**config.mk**
```make
export PLATFORM = sky130hd
export DESIGN_NAME = asbp_host
export DESIGN_NICKNAME = d
export VERILOG_FILES = /design/src/hdl/asbp_pkg.sv /design/src/hdl/asbp_timer_if.sv /design/src/hdl/asbp_host.sv /design/src/hdl/asbp_timer.sv
export SDC_FILE = /design/constraint.sdc
export NUM_CORES = 1
export LEC_CHECK = 0
export BUFFER_PORTS_ARGS = -buffer_cell sky130_fd_sc_hd__buf_2
export CORE_ASPECT_RATIO = 0.75
export CORE_MARGIN = 2
export CORE_UTILIZATION = 46
export CTS_CLUSTER_SIZE = 12
export DETAILED_ROUTE_END_ITERATION = 8
export PLACE_DENSITY = 0.73
export SKIP_CTS_REPAIR_TIMING = 1
export SLEW_MARGIN = 10
export SYNTH_ARGS = -nofsm -noshare
export SYNTH_HDL_FRONTEND = slang
export SYNTH_SLANG_ARGS = --single-unit
```
**constraint.sdc**
```tcl
create_clock -name clk -period 1.8 [get_ports clk]
set_input_delay 0.09 -clock clk [delete_from_list [all_inputs] [get_ports clk]]
set_output_delay 0.09 -clock clk [all_outputs]
set_load 0.05 [all_outputs]
```
**src/hdl/asbp_pkg.sv**
```systemverilog
// Shared constants and types for the asynchronous SRAM host port.
// Assumes a single 50 MHz clock; all pin timing is derived from it.
package asbp_pkg;
    // Clock period in picoseconds
    localparam int CLK_PS            = 20000;
    // Memory geometry
    localparam int ADDR_W            = 13;
    localparam int DATA_W            = 8;
    localparam logic [12:0] LAST_ADDR = 13'h1FEF;   // 8,176 bytes
    // Device timing figures in ns
    localparam int ADDRESS_ACCESS_TIME_NS       = 70;
    localparam int SELECT_ACCESS_TIME_NS        = 70;
    localparam int OUTPUT_ENABLE_ACCESS_TIME_NS = 35;
    localparam int OUTPUT_HOLD_TIME_NS          = 10;
    localparam int RELEASE_TIME_NS              = 25;
    localparam int DATA_SETUP_NS                = 30;
    localparam int DATA_HOLD_NS                 = 5;
    localparam int WRITE_PULSE_NS               = 50;
    localparam int SELECT_PULSE_NS              = 55;
    localparam int ADDR_TO_END_NS               = 60;
    localparam int CYCLE_TIME_NS                = 70;
    // Least times round up, at least one cycle
    function automatic int ns_up(input int ns);
        int c;
        c = (ns * 1000 + CLK_PS - 1) / CLK_PS;
        return (c < 1) ? 1 : c;
    endfunction
    localparam int RD_ACCESS_CYC = ns_up(ADDRESS_ACCESS_TIME_NS);
    localparam int OE_ACCESS_CYC = ns_up(OUTPUT_ENABLE_ACCESS_TIME_NS);
    localparam int RELEASE_CYC   = ns_up(RELEASE_TIME_NS);
    localparam int WR_PULSE_CYC  = ns_up(SELECT_PULSE_NS);
    localparam int WR_SETUP_CYC  = ns_up(DATA_SETUP_NS);
    localparam int WR_HOLD_CYC   = ns_up(DATA_HOLD_NS);
    localparam int ADDR_END_CYC  = ns_up(ADDR_TO_END_NS);
    localparam int CYCLE_CYC     = ns_up(CYCLE_TIME_NS);
    // Host sequencer states
    typedef enum logic [2:0] {
        ASBP_IDLE, ASBP_RD_ACC, ASBP_RD_DONE, ASBP_WR_PULSE, ASBP_WR_HOLD, ASBP_RECOVER
    } asbp_state_t;
endpackage

```
**src/hdl/asbp_timer_if.sv**
```systemverilog
// Interface between the host sequencer and its cycle timer.
// Assumes both ends share the one system clock.
`timescale 1ns/1ps
`default_nettype none
interface asbp_timer_if;
    logic       load;    // Start a count
    logic [7:0] count;   // Cycles to count
    logic       done;    // Count has elapsed (level)
    modport ctl (output load, output count, input done);
    modport tmr (input load, input count, output done);
endinterface
`default_nettype wire

```
**src/hdl/asbp_host.sv**
```systemverilog
// Host-side controller that drives an asynchronous byte-wide SRAM port.
// Assumes the SRAM pins are sampled/driven on clk; the bench resolves the bus.
`timescale 1ns/1ps
`default_nettype none
module asbp_host #(
    parameter int ADDR_W = asbp_pkg::ADDR_W,
    parameter int DATA_W = asbp_pkg::DATA_W
) (
    input  wire logic              clk,
    input  wire logic              srst,
    // User request side
    input  wire logic              req_valid,
    input  wire logic              req_write,
    input  wire logic [ADDR_W-1:0] req_addr,
    input  wire logic [DATA_W-1:0] req_wdata,
    input  wire logic              power_ok,
    output logic                   req_ready,
    output logic                   rsp_valid,
    output logic [DATA_W-1:0]      rsp_rdata,
    output logic                   req_error,
    // SRAM pins
    output logic [ADDR_W-1:0]      mem_addr,
    output logic                   mem_select_n,
    output logic                   mem_oe_n,
    output logic                   mem_we_n,
    output logic [DATA_W-1:0]      data_bus_o,
    output logic                   data_bus_oe,
    input  wire logic [DATA_W-1:0] data_bus_i
);
    ////////////////////////////////////////////////////////////////////
    // Timer link
    asbp_timer_if tif ();
    asbp_timer u_timer (
        .clk  (clk),
        .srst (srst),
        .t    (tif.tmr)
    );

    asbp_pkg::asbp_state_t state_q;    // Sequencer state
    logic [ADDR_W-1:0]     addr_q;     // Latched address
    logic [DATA_W-1:0]     wdata_q;    // Latched write data
    logic                  sel_n_q;    // Chip select pin
    logic                  oe_n_q;     // Output enable pin
    logic                  we_n_q;     // Write enable pin
    logic                  drv_q;      // Host drives data bus
    logic                  ready_q;    // Ready for a request
    logic                  rsp_q;      // Read answer pulse
    logic [DATA_W-1:0]     rdata_q;    // Captured read byte
    logic                  err_q;      // Refused request pulse
    logic                  load_q;     // Timer load pulse
    logic [7:0]            cnt_q;      // Timer count

    // Address range check, used for refusal
    function automatic logic addr_ok(input logic [ADDR_W-1:0] a);
        return a <= asbp_pkg::LAST_ADDR;
    endfunction

    // Request decode as named wires
    wire take    = ready_q && req_valid;
    wire take_ok = take && power_ok && addr_ok(req_addr);
    wire take_bad = take && !take_ok;

    assign tif.load  = load_q;
    assign tif.count = cnt_q;

    ////////////////////////////////////////////////////////////////////
    // Sequencer: one access at a time, timed by the shared counter
    always_ff @(posedge clk) begin
        if (srst) begin
            state_q <= asbp_pkg::ASBP_IDLE;
            addr_q  <= '0;
            wdata_q <= '0;
            sel_n_q <= 1'b1;
            oe_n_q  <= 1'b1;
            we_n_q  <= 1'b1;
            drv_q   <= 1'b0;
            ready_q <= 1'b1;
            rsp_q   <= 1'b0;
            rdata_q <= '0;
            err_q   <= 1'b0;
            load_q  <= 1'b0;
            cnt_q   <= 8'h00;
        end else begin
            rsp_q  <= 1'b0;
            err_q  <= take_bad;
            load_q <= 1'b0;
            unique case (state_q)
                asbp_pkg::ASBP_IDLE: begin
                    // Accept only while device is powered and out of recovery
                    if (take_ok) begin
                        ready_q <= 1'b0;
                        addr_q  <= req_addr;
                        wdata_q <= req_wdata;
                        load_q  <= 1'b1;
                        if (req_write) begin
                            // Enable stays high so the device never drives
                            oe_n_q  <= 1'b1;
                            // Select and write fall together; the host drives the bus from the same edge
                            sel_n_q <= 1'b0;
                            we_n_q  <= 1'b0;
                            drv_q   <= 1'b1;
                            cnt_q   <= 8'(asbp_pkg::WR_PULSE_CYC > asbp_pkg::ADDR_END_CYC
                                ? asbp_pkg::WR_PULSE_CYC : asbp_pkg::ADDR_END_CYC);
                            state_q <= asbp_pkg::ASBP_WR_PULSE;
                        end else begin
                            sel_n_q <= 1'b0;
                            oe_n_q  <= 1'b0;
                            we_n_q  <= 1'b1;
                            // Worst of address, select and enable paths
                            cnt_q   <= 8'(asbp_pkg::RD_ACCESS_CYC + 1);
                            state_q <= asbp_pkg::ASBP_RD_ACC;
                        end
                    end
                end
                asbp_pkg::ASBP_RD_ACC: begin
                    // Address held fixed so no hold-time window applies
                    if (tif.done) begin
                        rdata_q <= data_bus_i;
                        rsp_q   <= 1'b1;
                        sel_n_q <= 1'b1;
                        oe_n_q  <= 1'b1;
                        load_q  <= 1'b1;
                        cnt_q   <= 8'(asbp_pkg::RELEASE_CYC);
                        state_q <= asbp_pkg::ASBP_RD_DONE;
                    end
                end
                asbp_pkg::ASBP_RD_DONE: begin
                    // Wait for the device to float the bus
                    if (tif.done) begin
                        load_q  <= 1'b1;
                        cnt_q   <= 8'(asbp_pkg::CYCLE_CYC);
                        state_q <= asbp_pkg::ASBP_RECOVER;
                    end
                end
                asbp_pkg::ASBP_WR_PULSE: begin
                    // Both edges rise together; this edge commits the byte
                    if (tif.done) begin
                        sel_n_q <= 1'b1;
                        we_n_q  <= 1'b1;
                        load_q  <= 1'b1;
                        cnt_q   <= 8'(asbp_pkg::WR_HOLD_CYC);
                        state_q <= asbp_pkg::ASBP_WR_HOLD;
                    end
                end
                asbp_pkg::ASBP_WR_HOLD: begin
                    // Data and address stay after the terminating edge
                    if (tif.done) begin
                        drv_q   <= 1'b0;
                        load_q  <= 1'b1;
                        cnt_q   <= 8'(asbp_pkg::CYCLE_CYC);
                        state_q <= asbp_pkg::ASBP_RECOVER;
                    end
                end
                asbp_pkg::ASBP_RECOVER: begin
                    // Strobes high before the next access
                    if (tif.done) begin
                        ready_q <= 1'b1;
                        state_q <= asbp_pkg::ASBP_IDLE;
                    end
                end
            endcase
        end
    end

    ////////////////////////////////////////////////////////////////////
    // Outputs straight from flip-flops
    assign req_ready    = ready_q;
    assign rsp_valid    = rsp_q;
    assign rsp_rdata    = rdata_q;
    assign req_error    = err_q;
    assign mem_addr     = addr_q;
    assign mem_select_n = sel_n_q;
    assign mem_oe_n     = oe_n_q;
    assign mem_we_n     = we_n_q;
    assign data_bus_o   = wdata_q;
    assign data_bus_oe  = drv_q;
endmodule
`default_nettype wire

```
**src/hdl/asbp_timer.sv**
```systemverilog
// Down counter that times pin phases for the SRAM host port.
// Assumes load is a one-cycle pulse from the sequencer.
`timescale 1ns/1ps
`default_nettype none
module asbp_timer (
    input  wire logic   clk,
    input  wire logic   srst,
    asbp_timer_if.tmr   t
);
    logic [7:0] cnt_q;   // Remaining cycles

    // Reload on request, else count to zero
    always_ff @(posedge clk) begin
        if (srst) begin
            cnt_q <= 8'h00;
        end else if (t.load) begin
            cnt_q <= t.count;
        end else if (cnt_q != 8'h00) begin
            cnt_q <= cnt_q - 8'h01;
        end
    end

    assign t.done = (cnt_q == 8'h00) && !t.load;
endmodule
`default_nettype wire

```
## Yosys cells after proc, flatten, opt, wreduce, memory -nomap -nowiden

Cells that the tools add are included.

| cells by class | value |
|---|---|
| add/subtract/negate cells | 1 |
| order comparisons | 1 |
| mux-type cells | 32 |
| bitwise logic cells | 1 |
| equality and inequality tests | 13 |
| reduce and logical (&&, ||, !) cells | 30 |

Operators with widths:

| kind | number |
|---|---|
| two-way mux 8 bit | 6 |
| case mux 8 bit (4 select lines) | 1 |
| two-way mux 3 bit | 6 |
| case mux 3 bit (5 select lines) | 1 |
| <= comparator 13 bit, second input constant | 1 |
| != test 2 bit, second input constant | 6 |
| case mux 1 bit (2 select lines) | 6 |
| AND reduction 3 bit | 4 |
| nonzero test 2 bit | 6 |
| two-way mux 1 bit | 11 |
| AND reduction 5 bit | 2 |
| logical NOT 8 bit | 1 |
| nonzero test 8 bit | 1 |
| subtractor 8 x 1 -> 8 bit, second input constant | 1 |
| == test 3 x 2 -> 1 bit, second input constant | 2 |
| == test 3 bit, second input constant | 2 |
| OR reduction 2 bit | 3 |
| logical AND 1 bit | 5 |
| != test 2 x 1 -> 1 bit, second input constant | 2 |
| AND reduction 2 bit | 2 |
| AND reduction 4 bit | 1 |
| nonzero test 4 bit | 1 |
| OR reduction 4 bit | 1 |
| == test 3 x 1 -> 1 bit, second input constant | 1 |
| other kinds (4) | 5 |

| storage, ports and cells | value |
|---|---|
| logic and storage cells | 92 |
| flip-flop bits (word level) | 56 |

## Depth between registers and ports, before layout

Gate-level depths: netlist of the first run.

| depth | value |
|---|---|
| depth in word-level cells | 5 |
| gate-level depth with buffers | 7 |
| mapped depth without buffers | 6 |

## By module

A second synthesis of the first run with hierarchy kept.

| unflattened totals | value |
|---|---|
| cells, all modules | 275 |
| area total of the unflattened synthesis | 2319.7 µm² |

By module, submodules not included:

| module | area an instance (µm²) | sequential area each (µm²) | cells an instance | instances |
|---|---|---|---|---|
| asbp_host | 1841.8 | 860.8 | 217 | 1 |
| asbp_timer | 478.0 | 160.2 | 58 | 1 |

## Worst setup path before layout of the first run

Ideal clock, no wire load.

| timing path | value |
|---|---|
| path type | reg-to-reg |
| start | reg load_q |
| end | reg u_timer.cnt_q[4] |
| data arrival time | 1.563 ns |
| path buffers | 1 |
| stages on the path, launching flop included | 6 |
| slack | 0.117 ns |
| cell sequence | dfxtp_1 -> clkdlybuf4s15_2 -> or4b_2 -> o21ai_0 -> xor2_1 -> nor2_1 |

| between the ends | value |
|---|---|
| word-level cells in the longest chain between the ends | 1 |
| elaborated cells on any way between the ends | 2 |

RTL lines:

| what | RTL line | RTL |
|---|---|---|
| start, declared | asbp_host.sv:50 | `logic load_q;` |
| start signal, assigned | asbp_host.sv:81 | `load_q <= 1'b0;` |
| start signal, assigned | asbp_host.sv:86 | `load_q <= 1'b0;` |
| start signal, assigned | asbp_host.sv:94 | `load_q <= 1'b1;` |
| two-way mux 8 bit / nonzero test 2 bit (equally long branches) | -- |  |
| end signal, assigned | asbp_timer.sv:17 | `cnt_q <= t.count;` |
| end signal, assigned | asbp_timer.sv:19 | `cnt_q <= cnt_q - 8'h01;` |
| end, declared | asbp_timer.sv:10 | `logic [7:0] cnt_q;` |

Parallel ways exist; a longest one is shown, timed or not.
A chain may end at the register's enable or synchronous reset.

## Worst setup path in the final report of the first run

| timing path | value |
|---|---|
| start | reg u_timer.cnt_q[4] |
| end | reg state_q[1] |

| between the ends | value |
|---|---|
| word-level cells in the longest chain between the ends | 4 |
| elaborated cells on any way between the ends | 7 |

RTL lines:

| what | RTL line | RTL |
|---|---|---|
| logical NOT 8 bit (*) | asbp_timer.sv:23 | `assign t.done = (cnt_q == 8'h00) && !t.load;` |
| logical AND 1 bit (*) | asbp_timer.sv:23 |  |
| != test 2 bit (no source line) / != test 2 x 1 -> 1 bit (equally long branches) | -- |  |
| AND reduction 5 bit (no source line) (*) | -- |  |
| end signal, assigned | asbp_host.sv:142 | `state_q <= asbp_pkg::ASBP_WR_HOLD;` |
| end signal, assigned | asbp_host.sv:151 | `state_q <= asbp_pkg::ASBP_RECOVER;` |
| end signal, assigned | asbp_host.sv:158 | `state_q <= asbp_pkg::ASBP_IDLE;` |
| end, declared | asbp_host.sv:39 | `asbp_pkg::asbp_state_t state_q;` |

Mark *: on every way between the ends. The rest lies on a longest branch, timed or not.

==> results of run 1 <==
-- layout make-up --
class,instances,area (sq um)
sequential,51,1020
multi-input combinational,183,1140
clock inverter,3,47.5
fill,435,1980
inverter,4,15.0
clock buffer,5,68.8
tap,60,75.1
timing repair buffer,85,465
-- flip-flops by register name, summed over array words and instances (netlist names) --
name	cells
cnt_q	3
data_bus_o	8
data_bus_oe	1
load_q	1
mem_addr	13
mem_oe_n	1
mem_select_n	1
mem_we_n	1
req_error	1
req_ready	1
rsp_rdata	8
rsp_valid	1
state_q	3
u_timer.cnt_q	8
-- cells in the mapped netlist (all sizes together) --
cell type	n
nor3b	1
xor2	4
xnor2	1
or4b	1
o41ai	1
nor4b	1
nor2	17
nor3	7
or3	2
a31oi	5
o21ai	30
nand4b	1
o211ai	1
mux2i	10
mux2	2
a31o	1
ha	2
clkbuf	13
clkdlybuf4s15	1
nand4	1
or2	2
o22ai	1
nand2b	5
and4	1
and2b	1
o41a	1
or4	1
and3	1
dfxtp	51
inv	4
o21ba	1
a311oi	2
nor2b	6
nand3	24
nand2	12
buf	7
a21o	3
nor4	4
a211o	2
a21oi	28
-- placed cells by master (no fill, tap or decap), types with 2 or more instances in the layout --
master     n
nor2b_1    6
nand3_1   24
nor3_1     6
clkbuf_8   5
a211o_1    2
a31oi_1    5
mux2i_1   10
ha_1       2
mux2_2     2
o21ai_0   29
buf_2     69
nand2b_1   5
a21o_1     2
nand2_1   12
dfxtp_1   50
nor2_1    16
xor2_1     4
nor4_1     3
a311oi_1   2
inv_1      4
a21oi_1   28
buf_4     16
-- through the flow --
step / utilization, % / setup WS (ns) / instance area [sq um] / TNS, ns / total power [mW]
detailed placement: 55.9 / 0.0191 / 2690 / 0 / 3.31
CTS: 58.3 / -0.00742 / 2810 / -0.00742 / 4.13
global route: 58.8 / 0.00878 / 2830 / 0 / 4.48
global placement: 55.9 / 0.0621 / 2690 / 0 / 3.27
finish: 58.8 / 0.0823 / 2830 / 0 / 4.21
floorplan: - / 0.117 / 2270 / 0 / 2.84
-- per-layer routing --
layer / global-route usage (%) / vias up / routed length, um / part of all wire [%]
li1: - / 1065 / - / -
met1: 28.6 / 985 / 2660 / 48
met2: 32.3 / 78 / 2410 / 44
met3: 5.10 / 9 / 417 / 7.6
met4: 4.76 / 0 / 34 / 0.62
met5: 0 / - / 0 / 0
-- cells by family (layout without fill, tap and decap cells) --
group | count (synthesis) | in the layout | synth area share, %
compound gates | 76 | 76 | 19.0
xor+xnor | 5 | 5 | 1.93
fa+ha+maj | 2 | 2 | 1.10
buf+inv | 25 | 97 | 6.38
flops | 51 | 51 | 44.9
mux | 12 | 12 | 5.39
simple gates | 88 | 88 | 21.3
-- worst paths after layout --
| path | startpoint | endpoint | slack (ns) | cells past startpoint |
|---|---|---|---|---|
| setup reg to reg | u_timer.cnt_q[4] | state_q[1] | 0.08 | 4 |
| hold reg to reg | data_bus_o[6] | data_bus_o[6] | 0.48 | 2 |
| hold / removal | data_bus_i[5] | rsp_rdata[5] | 0.01 | 3 |
| setup / recovery | u_timer.cnt_q[4] | state_q[1] | 0.08 | 4 |
-- worst register-to-register path: stages (launching register included) --
cell	delay (ns)
dfxtp_2	0.33
or4_4	0.58
nor4_4	0.44
a21o_2	0.18
a31oi_1	0.06
-- power breakdown --
part / internal [mW] / leakage, nW / switching, mW
Sequential: 1.32 / 0.417 / 0.153
Clock: 0.422 / 0.0587 / 0.398
Combinational: 0.778 / 0.803 / 1.13
==> metrics.cfg, run 1 <==
[global_routing]
grt_pass1_vias=1968
grt_pass1_wl_um=9250
grt_max_degree=37
grt_usage_pct=20.6
antenna_found_initial=0
grt-ovfl-total=0

[drt]
drc=0
final_antenna_net_count=0
first_pass_iters=4
drtIter0Drc=100
wl_per_cell_um=14.1
via_count=2137
finalWirelength_um=5520
via_per_inst=5.47

[sta]
fmax_mhz=582
min_period_ns=1.72
setup_violations=0
tightest_slew_ns=0.663
finalHoldViolCount=0
finalCritPeriodShare_pct=95.4
relSlewSlack_pct=55.8
grt_setup_unrepaired=no
slew_violations=0
finalClockSkew_ns=0.00572
holdWs_ns=0.0127

[logic_synthesis]
ys_ff_latch=51
synth_area_leader_cell=dfxtp_1
syn_inst=259
synthTopCellsByArea=dfxtp_1 (45%), o21ai_0 (6.6%), a21oi_1 (6.2%), nand3_1 (5.3%), mux2i_1 (4.4%)
ys_types=47
yosys_warnings=0
syn-num-nets=295
syn_avg_cell_area_sq_um=8.78
synth.top_cell.area_share_pct=44.9
synth_seq_area_share_pct=44.9
synth_area_sq_um=2270

[clock_network]
cts_num_sinks=51
cts_max_path_buffers=2
cts_tree=yes
clk_pin_slew_ns=0.10
worstSkewPairLatency_ns=0.30
cts_max_level=2
cts-root-buf=clkbuf_8
numCtsBuffers=5

[layout]
nNetsFinal=366
area_growth_pct=24.6
drive_gt1_share_pct=32.9
antenna_cells=0
stdcell_count=391

[pwr]
p_leak_nw=1.28
ir_drop_mv=0.639
power.density_nw_per_um2=1480

[setup_path]
worstPathRequired_ns=1.97
cp_max_fo=6
endpoint_kind=register
crit_chain=or4_4 -> nor4_4 -> a21o_2 -> a31oi_1
max_stage_delay_ns=0.58
path_buf_inv=0
crit_type=register to register
cp-start-kind=register
crit_family=simple AND/OR/NAND/NOR gates
crit_arrival_ns=1.89
crit_slowest_cell=or4_4

[floorplanning]
fp.dieH_um=64.9
die_w_um=85.2
start_util_pct=47.2
die-area_sq_um=5530
std_cell_rows=22
coreArea_sq_um=4820
io_pins=70

[worst_hold_path]
hold_path_class=input pin to register

[placement]
dpl.hpwl_um=3910
dpl.cell_count=383
gp_congestion=0.794
port_buffers=69

[status]
status=complete, no violations

[flow_run]
cap_violations=0

(Power assumes the default switching activity.)
==> run 2, diff against run 1 <==
--- a/config.mk
+++ b/config.mk
@@ -12,6 +12,7 @@
 export CTS_CLUSTER_SIZE = 12
 export DETAILED_ROUTE_END_ITERATION = 8
 export PLACE_DENSITY = 0.73
+export RECOVER_POWER = 100
 export SKIP_CTS_REPAIR_TIMING = 1
 export SLEW_MARGIN = 10
 export SYNTH_ARGS = -nofsm -noshare
==> run 2 against run 1 <==
Flip-flop and latch count stayed put. Via count is 0.28% higher. Worst setup slack better by 0.0061 ns. Cell count stayed put. Sequential power hardly changed. Die area stayed put. Non-clock buffer count stayed put. Routed wire length is 0.11% lower. Critical path type unchanged. First-iteration DRC count is 4.0% lower. Highest routed layer unchanged.
==> metrics.cfg, run 2 (synthesized netlist as in run 1, its figures left out) <==
[status]
status=complete, no violations

[global_routing]
antenna_found_initial=0
grt-ovfl-total=0
grt_pass1_wl_um=9250
grt_pass1_vias=1968
grt_usage_pct=20.6
grt_max_degree=37

[worst_hold_path]
min_from=data_bus_i[5]
holdPathEnd=rsp_rdata[5]
hold_path_class=input pin to register
hold_depth=3

[layout]
nNetsFinal=366
area_growth_pct=21.8
final_common_cell=dfxtp_1
stdcell_area_sq_um=2770
final_util_pct=57.5
largest_reg_flops=13
layout_common_cells=dfxtp_1 (51), clkbuf_1 (38), buf_2 (34)
antenna_cells=0
fillers=467
drive_gt1_share_pct=20.8
stdcell_count=391

[pwr]
power.density_nw_per_um2=1490
p_leak_nw=1.13
ir_drop_mv=0.633

[setup_path]
crit_chain=or4_4 -> nor4_4 -> a21o_2 -> a31oi_1
crit_type=register to register
crit_slowest_cell=or4_4
reg2reg_slack_ns=0.09
cp_max_fo=6
worstPathRequired_ns=1.97
max_stage_delay_ns=0.58
r2r-end=state_q[1]
crit_arrival_ns=1.88
r2r_cells=4
path_buf_inv=0
crit_family=simple AND/OR/NAND/NOR gates
regToRegStartpoint=u_timer.cnt_q[4]
cp-start-kind=register
endpoint_kind=register

[sta]
tightest_slew_ns=0.671
setup_ws_ns=0.0884
relSlewSlack_pct=55.2
setup_violations=0
tns_ns=0
finalHoldViolCount=0
fmax_mhz=584
grt_setup_unrepaired=no
finalClockSkew_ns=0.00710
min_period_ns=1.71
slew_violations=0
finalCritPeriodShare_pct=95.1

[clock_network]
cts-root-buf=clkbuf_8
numCtsBuffers=5
clk_pin_slew_ns=0.10
cts_tree=yes
cts_max_path_buffers=2
worstSkewPairLatency_ns=0.30
cts_max_level=2
cts_num_sinks=51

[floorplanning]
coreArea_sq_um=4820
start_util_pct=47.2
std_cell_rows=22
io_pins=70
die-area_sq_um=5530
die_w_um=85.2
fp.dieH_um=64.9

[drt]
final_antenna_net_count=0
drtIter0Drc=96
via_per_inst=5.48
finalWirelength_um=5510
wl_per_cell_um=14.1
first_pass_iters=4
drc=0
via_count=2143

[placement]
placed_cell_area_sq_um=2690
gp_congestion=0.794
dpl.hpwl_um=3910
port_buffers=69
dpl.cell_count=383
preCtsSetupSlack_ns=0.0191

[flow_run]
cap_violations=0

-- run 2: changes by cell type in the layout (fill, tap and decap cells not counted) --
cell	before	now
buf_2	69	34
buf_4	16	12
clkbuf_1	0	38
clkbuf_2	0	1
dfxtp_1	50	51
dfxtp_2	1	0
o21ai_0	29	30
o21ai_1	1	0
or4b_1	0	1
or4b_4	1	0
-- run 2: worst register-to-register path: stages (launching register included) --
cell and delay (ns):
dfxtp_1 0.32, or4_4 0.58, nor4_4 0.44, a21o_2 0.18
a31oi_1 0.06
-- run 2: layout make-up --
class | count | area (sq um) | area share, %
Timing Repair Buffer | 85 | 408 | 14.7
Clock buffer | 5 | 68.8 | 2.48
Multi-Input combinational cell | 183 | 1140 | 41.0
Sequential cell | 51 | 1020 | 36.8
Tap cell | 60 | 75.1 | 2.71
Clock inverter | 3 | 47.5 | 1.72
Inverter | 4 | 15.0 | 0.542
-- run 2: metrics by stage --
step | power (mW) | hold slack, ns
finish | 4.14 | 0.0122
CTS | 4.13 | 0.00776
global placement | 3.27 | 0.319
floorplan | 2.84 | 0.234
global route | 4.41 | 0.0146
detailed placement | 3.31 | 0.329
-- run 2: where the power goes --
group | total, mW | leakage, nW | switching, mW | internal, mW
logic | 1.85 | 0.652 | 1.13 | 0.713
clock network | 0.817 | 0.0587 | 0.395 | 0.422
registers | 1.47 | 0.416 | 0.154 | 1.32
-- run 2: worst max path at each step --
stage                           startpoint                to  slack (ns)  cells after the start
after floorplan                     load_q  u_timer.cnt_q[4]        0.12                      5
after detailed placement  u_timer.cnt_q[0]          mem_we_n        0.02                      6
final                     u_timer.cnt_q[4]        state_q[1]        0.09                      4
after CTS                 u_timer.cnt_q[0]          mem_we_n      -0.007                      6
after global routing      u_timer.cnt_q[3]          cnt_q[2]       0.008                      6
after global placement    u_timer.cnt_q[3]        state_q[1]        0.06                      4
-- run 2: metal layers --
metal	track usage, %	share of wire (%)	wire length (um)
met4	4.76	0.60	33
met2	32.3	43	2390
met1	28.6	49	2720
met5	0	0	0
met3	5.10	6.7	369
==> run 3, diff against run 2 <==
--- a/config.mk
+++ b/config.mk
@@ -5,12 +5,13 @@
 export SDC_FILE = /design/constraint.sdc
 export NUM_CORES = 1
 export LEC_CHECK = 0
-export BUFFER_PORTS_ARGS = -buffer_cell sky130_fd_sc_hd__buf_2
+export BUFFER_PORTS_ARGS = -buffer_cell sky130_fd_sc_hd__buf_4
 export CORE_ASPECT_RATIO = 0.75
 export CORE_MARGIN = 2
 export CORE_UTILIZATION = 46
 export CTS_CLUSTER_SIZE = 12
 export DETAILED_ROUTE_END_ITERATION = 8
+export GPL_TIMING_DRIVEN = 0
 export PLACE_DENSITY = 0.73
 export RECOVER_POWER = 100
 export SKIP_CTS_REPAIR_TIMING = 1
==> run 3 against run 2 <==
Critical path depth up 2. Sequential share of layout area down 1.7 points. Clock-buffer cell count up 1. Register-to-register slack worse by 0.05 ns. Clock skew down 0.0023 ns. Sequential power about the same. Cell count up 2.0%. Clock power down 18%. Utilization up 2.9 points. Combinational power up 6%. Critical endpoint unchanged. Flip-flop and latch count unchanged. First-iteration DRC count down 21%.
==> metrics.cfg, run 3 (synthesized netlist as in run 1, its figures left out) <==
[status]
status=complete, no violations

[setup_path]
r2r-end=state_q[1]
regToRegStartpoint=u_timer.cnt_q[3]
worstPathRequired_ns=1.98
r2r_cells=6
endpoint_kind=register
crit_arrival_ns=1.95
cp-start-kind=register
crit_type=register to register
cp_max_fo=8
reg2reg_slack_ns=0.04

[sta]
setup_violations=0
tightest_slew_ns=0.628
grt_setup_unrepaired=yes
fmax_mhz=567
slew_violations=0
setup_ws_ns=0.0376
finalCritPeriodShare_pct=97.9
tns_ns=0
relSlewSlack_pct=57.6
min_period_ns=1.76
holdWs_ns=0.0199
finalHoldViolCount=0
finalClockSkew_ns=0.00483

[floorplanning]
std_cell_rows=22
start_util_pct=47.2
die-area_sq_um=5530
io_pins=70
coreArea_sq_um=4820
fp.dieH_um=64.9
die_w_um=85.2

[layout]
final_common_cell=dfxtp_1
fillers=455
stdcell_area_sq_um=2910
largest_reg_flops=13
nNetsFinal=375
drive_gt1_share_pct=21.2
area_growth_pct=27.9
layout_common_cells=dfxtp_1 (51), clkbuf_1 (46), buf_4 (40)
antenna_cells=0

[clock_network]
cts_tree=yes
cts_num_sinks=51
cts-root-buf=clkbuf_8
cts_max_level=2
clk_pin_slew_ns=0.09
worstSkewPairLatency_ns=0.30
cts_max_path_buffers=2
numCtsBuffers=5

[worst_hold_path]
hold_depth=3
holdPathEnd=rsp_rdata[5]
min_from=data_bus_i[5]
hold_path_class=input pin to register

[global_routing]
grt_max_degree=15
grt_pass1_wl_um=9200
grt-ovfl-total=0
grt_usage_pct=20.5
grt_pass1_vias=1875
antenna_found_initial=0
grt-busiest-layer=met2
globalRouteMet2Util_pct=29.8
met3_usage_pct=7.01
met1_usage_pct=29.5

[drt]
drtIter0Drc=76
first_pass_iters=4
finalWirelength_um=5640
wl_per_cell_um=14.1
drc=0
final_antenna_net_count=0
via_count=2147
via_per_inst=5.38

[pwr]
clock_power_share_pct=16.3
p_leak_nw=1.17
intPower_mw=2.43
ir_drop_mv=1.14
seqPwrFrac_pct=36.2
p_comb_share_pct=47.5
p_switching_mw=1.70
power.density_nw_per_um2=1420
power.share.switching_pct=41.2

[placement]
dpl.hpwl_um=3930
port_buffers=69
placed_cell_area_sq_um=2870
gp_congestion=0.863
preCtsSetupSlack_ns=-0.241

[flow_run]
cap_violations=0

## run 3: worst max path at each step
stage	from	end	slack, ns
after global placement	u_timer.cnt_q[3]	rsp_rdata[5]	-0.21
after detailed placement	u_timer.cnt_q[3]	rsp_rdata[2]	-0.24
after global routing	state_q[2]	mem_addr[9]	-0.04
final	u_timer.cnt_q[3]	state_q[1]	0.04
after floorplan	load_q	u_timer.cnt_q[4]	0.12
after CTS	u_timer.cnt_q[3]	rsp_rdata[2]	-0.26
## run 3: critical path, stage by stage (launching register included)
cell     delay, ns
dfxtp_1       0.40
or4_1         0.56
buf_6         0.16
nor4_4        0.13
buf_4         0.20
a21o_2        0.13
a31oi_1       0.07
## run 3: layout make-up
cell class / count / area (sq um) / area share, %
timing repair buffer: 73 / 413 / 14.2
multi-input combinational: 183 / 1160 / 39.9
inverter: 4 / 15.0 / 0.516
buffer: 21 / 136 / 4.69
clock inverter: 1 / 5.00 / 0.172
clock buffer: 6 / 82.6 / 2.84
tap: 60 / 75.1 / 2.58
sequential: 51 / 1020 / 35.1
## run 3: per-stage QoR
stage	util (%)	instances	total power, mW
CTS	61.4	395	3.96
global route	60.4	399	4.40
global placement	59.5	388	3.27
floorplan	-	259	2.84
finish	60.4	399	4.13
detailed placement	59.5	388	3.29
## run 3: metal layers
metal	vias up	wire (um)
li1	1085	-
met1	992	2680
met2	64	2480
met3	6	424
met4	0	59
met5	-	0
## run 3: power by group through the flow
| stage | clock network, mW | registers [mW] | logic, mW |
|---|---|---|---|
| after floorplan | 0 | 1.73 | 1.11 |
| after detailed placement | 0 | 1.49 | 1.80 |
| after global placement | 0 | 1.48 | 1.79 |
| final | 0.673 | 1.50 | 1.96 |
| after CTS | 0.690 | 1.47 | 1.81 |
| after global routing | 0.741 | 1.52 | 2.13 |
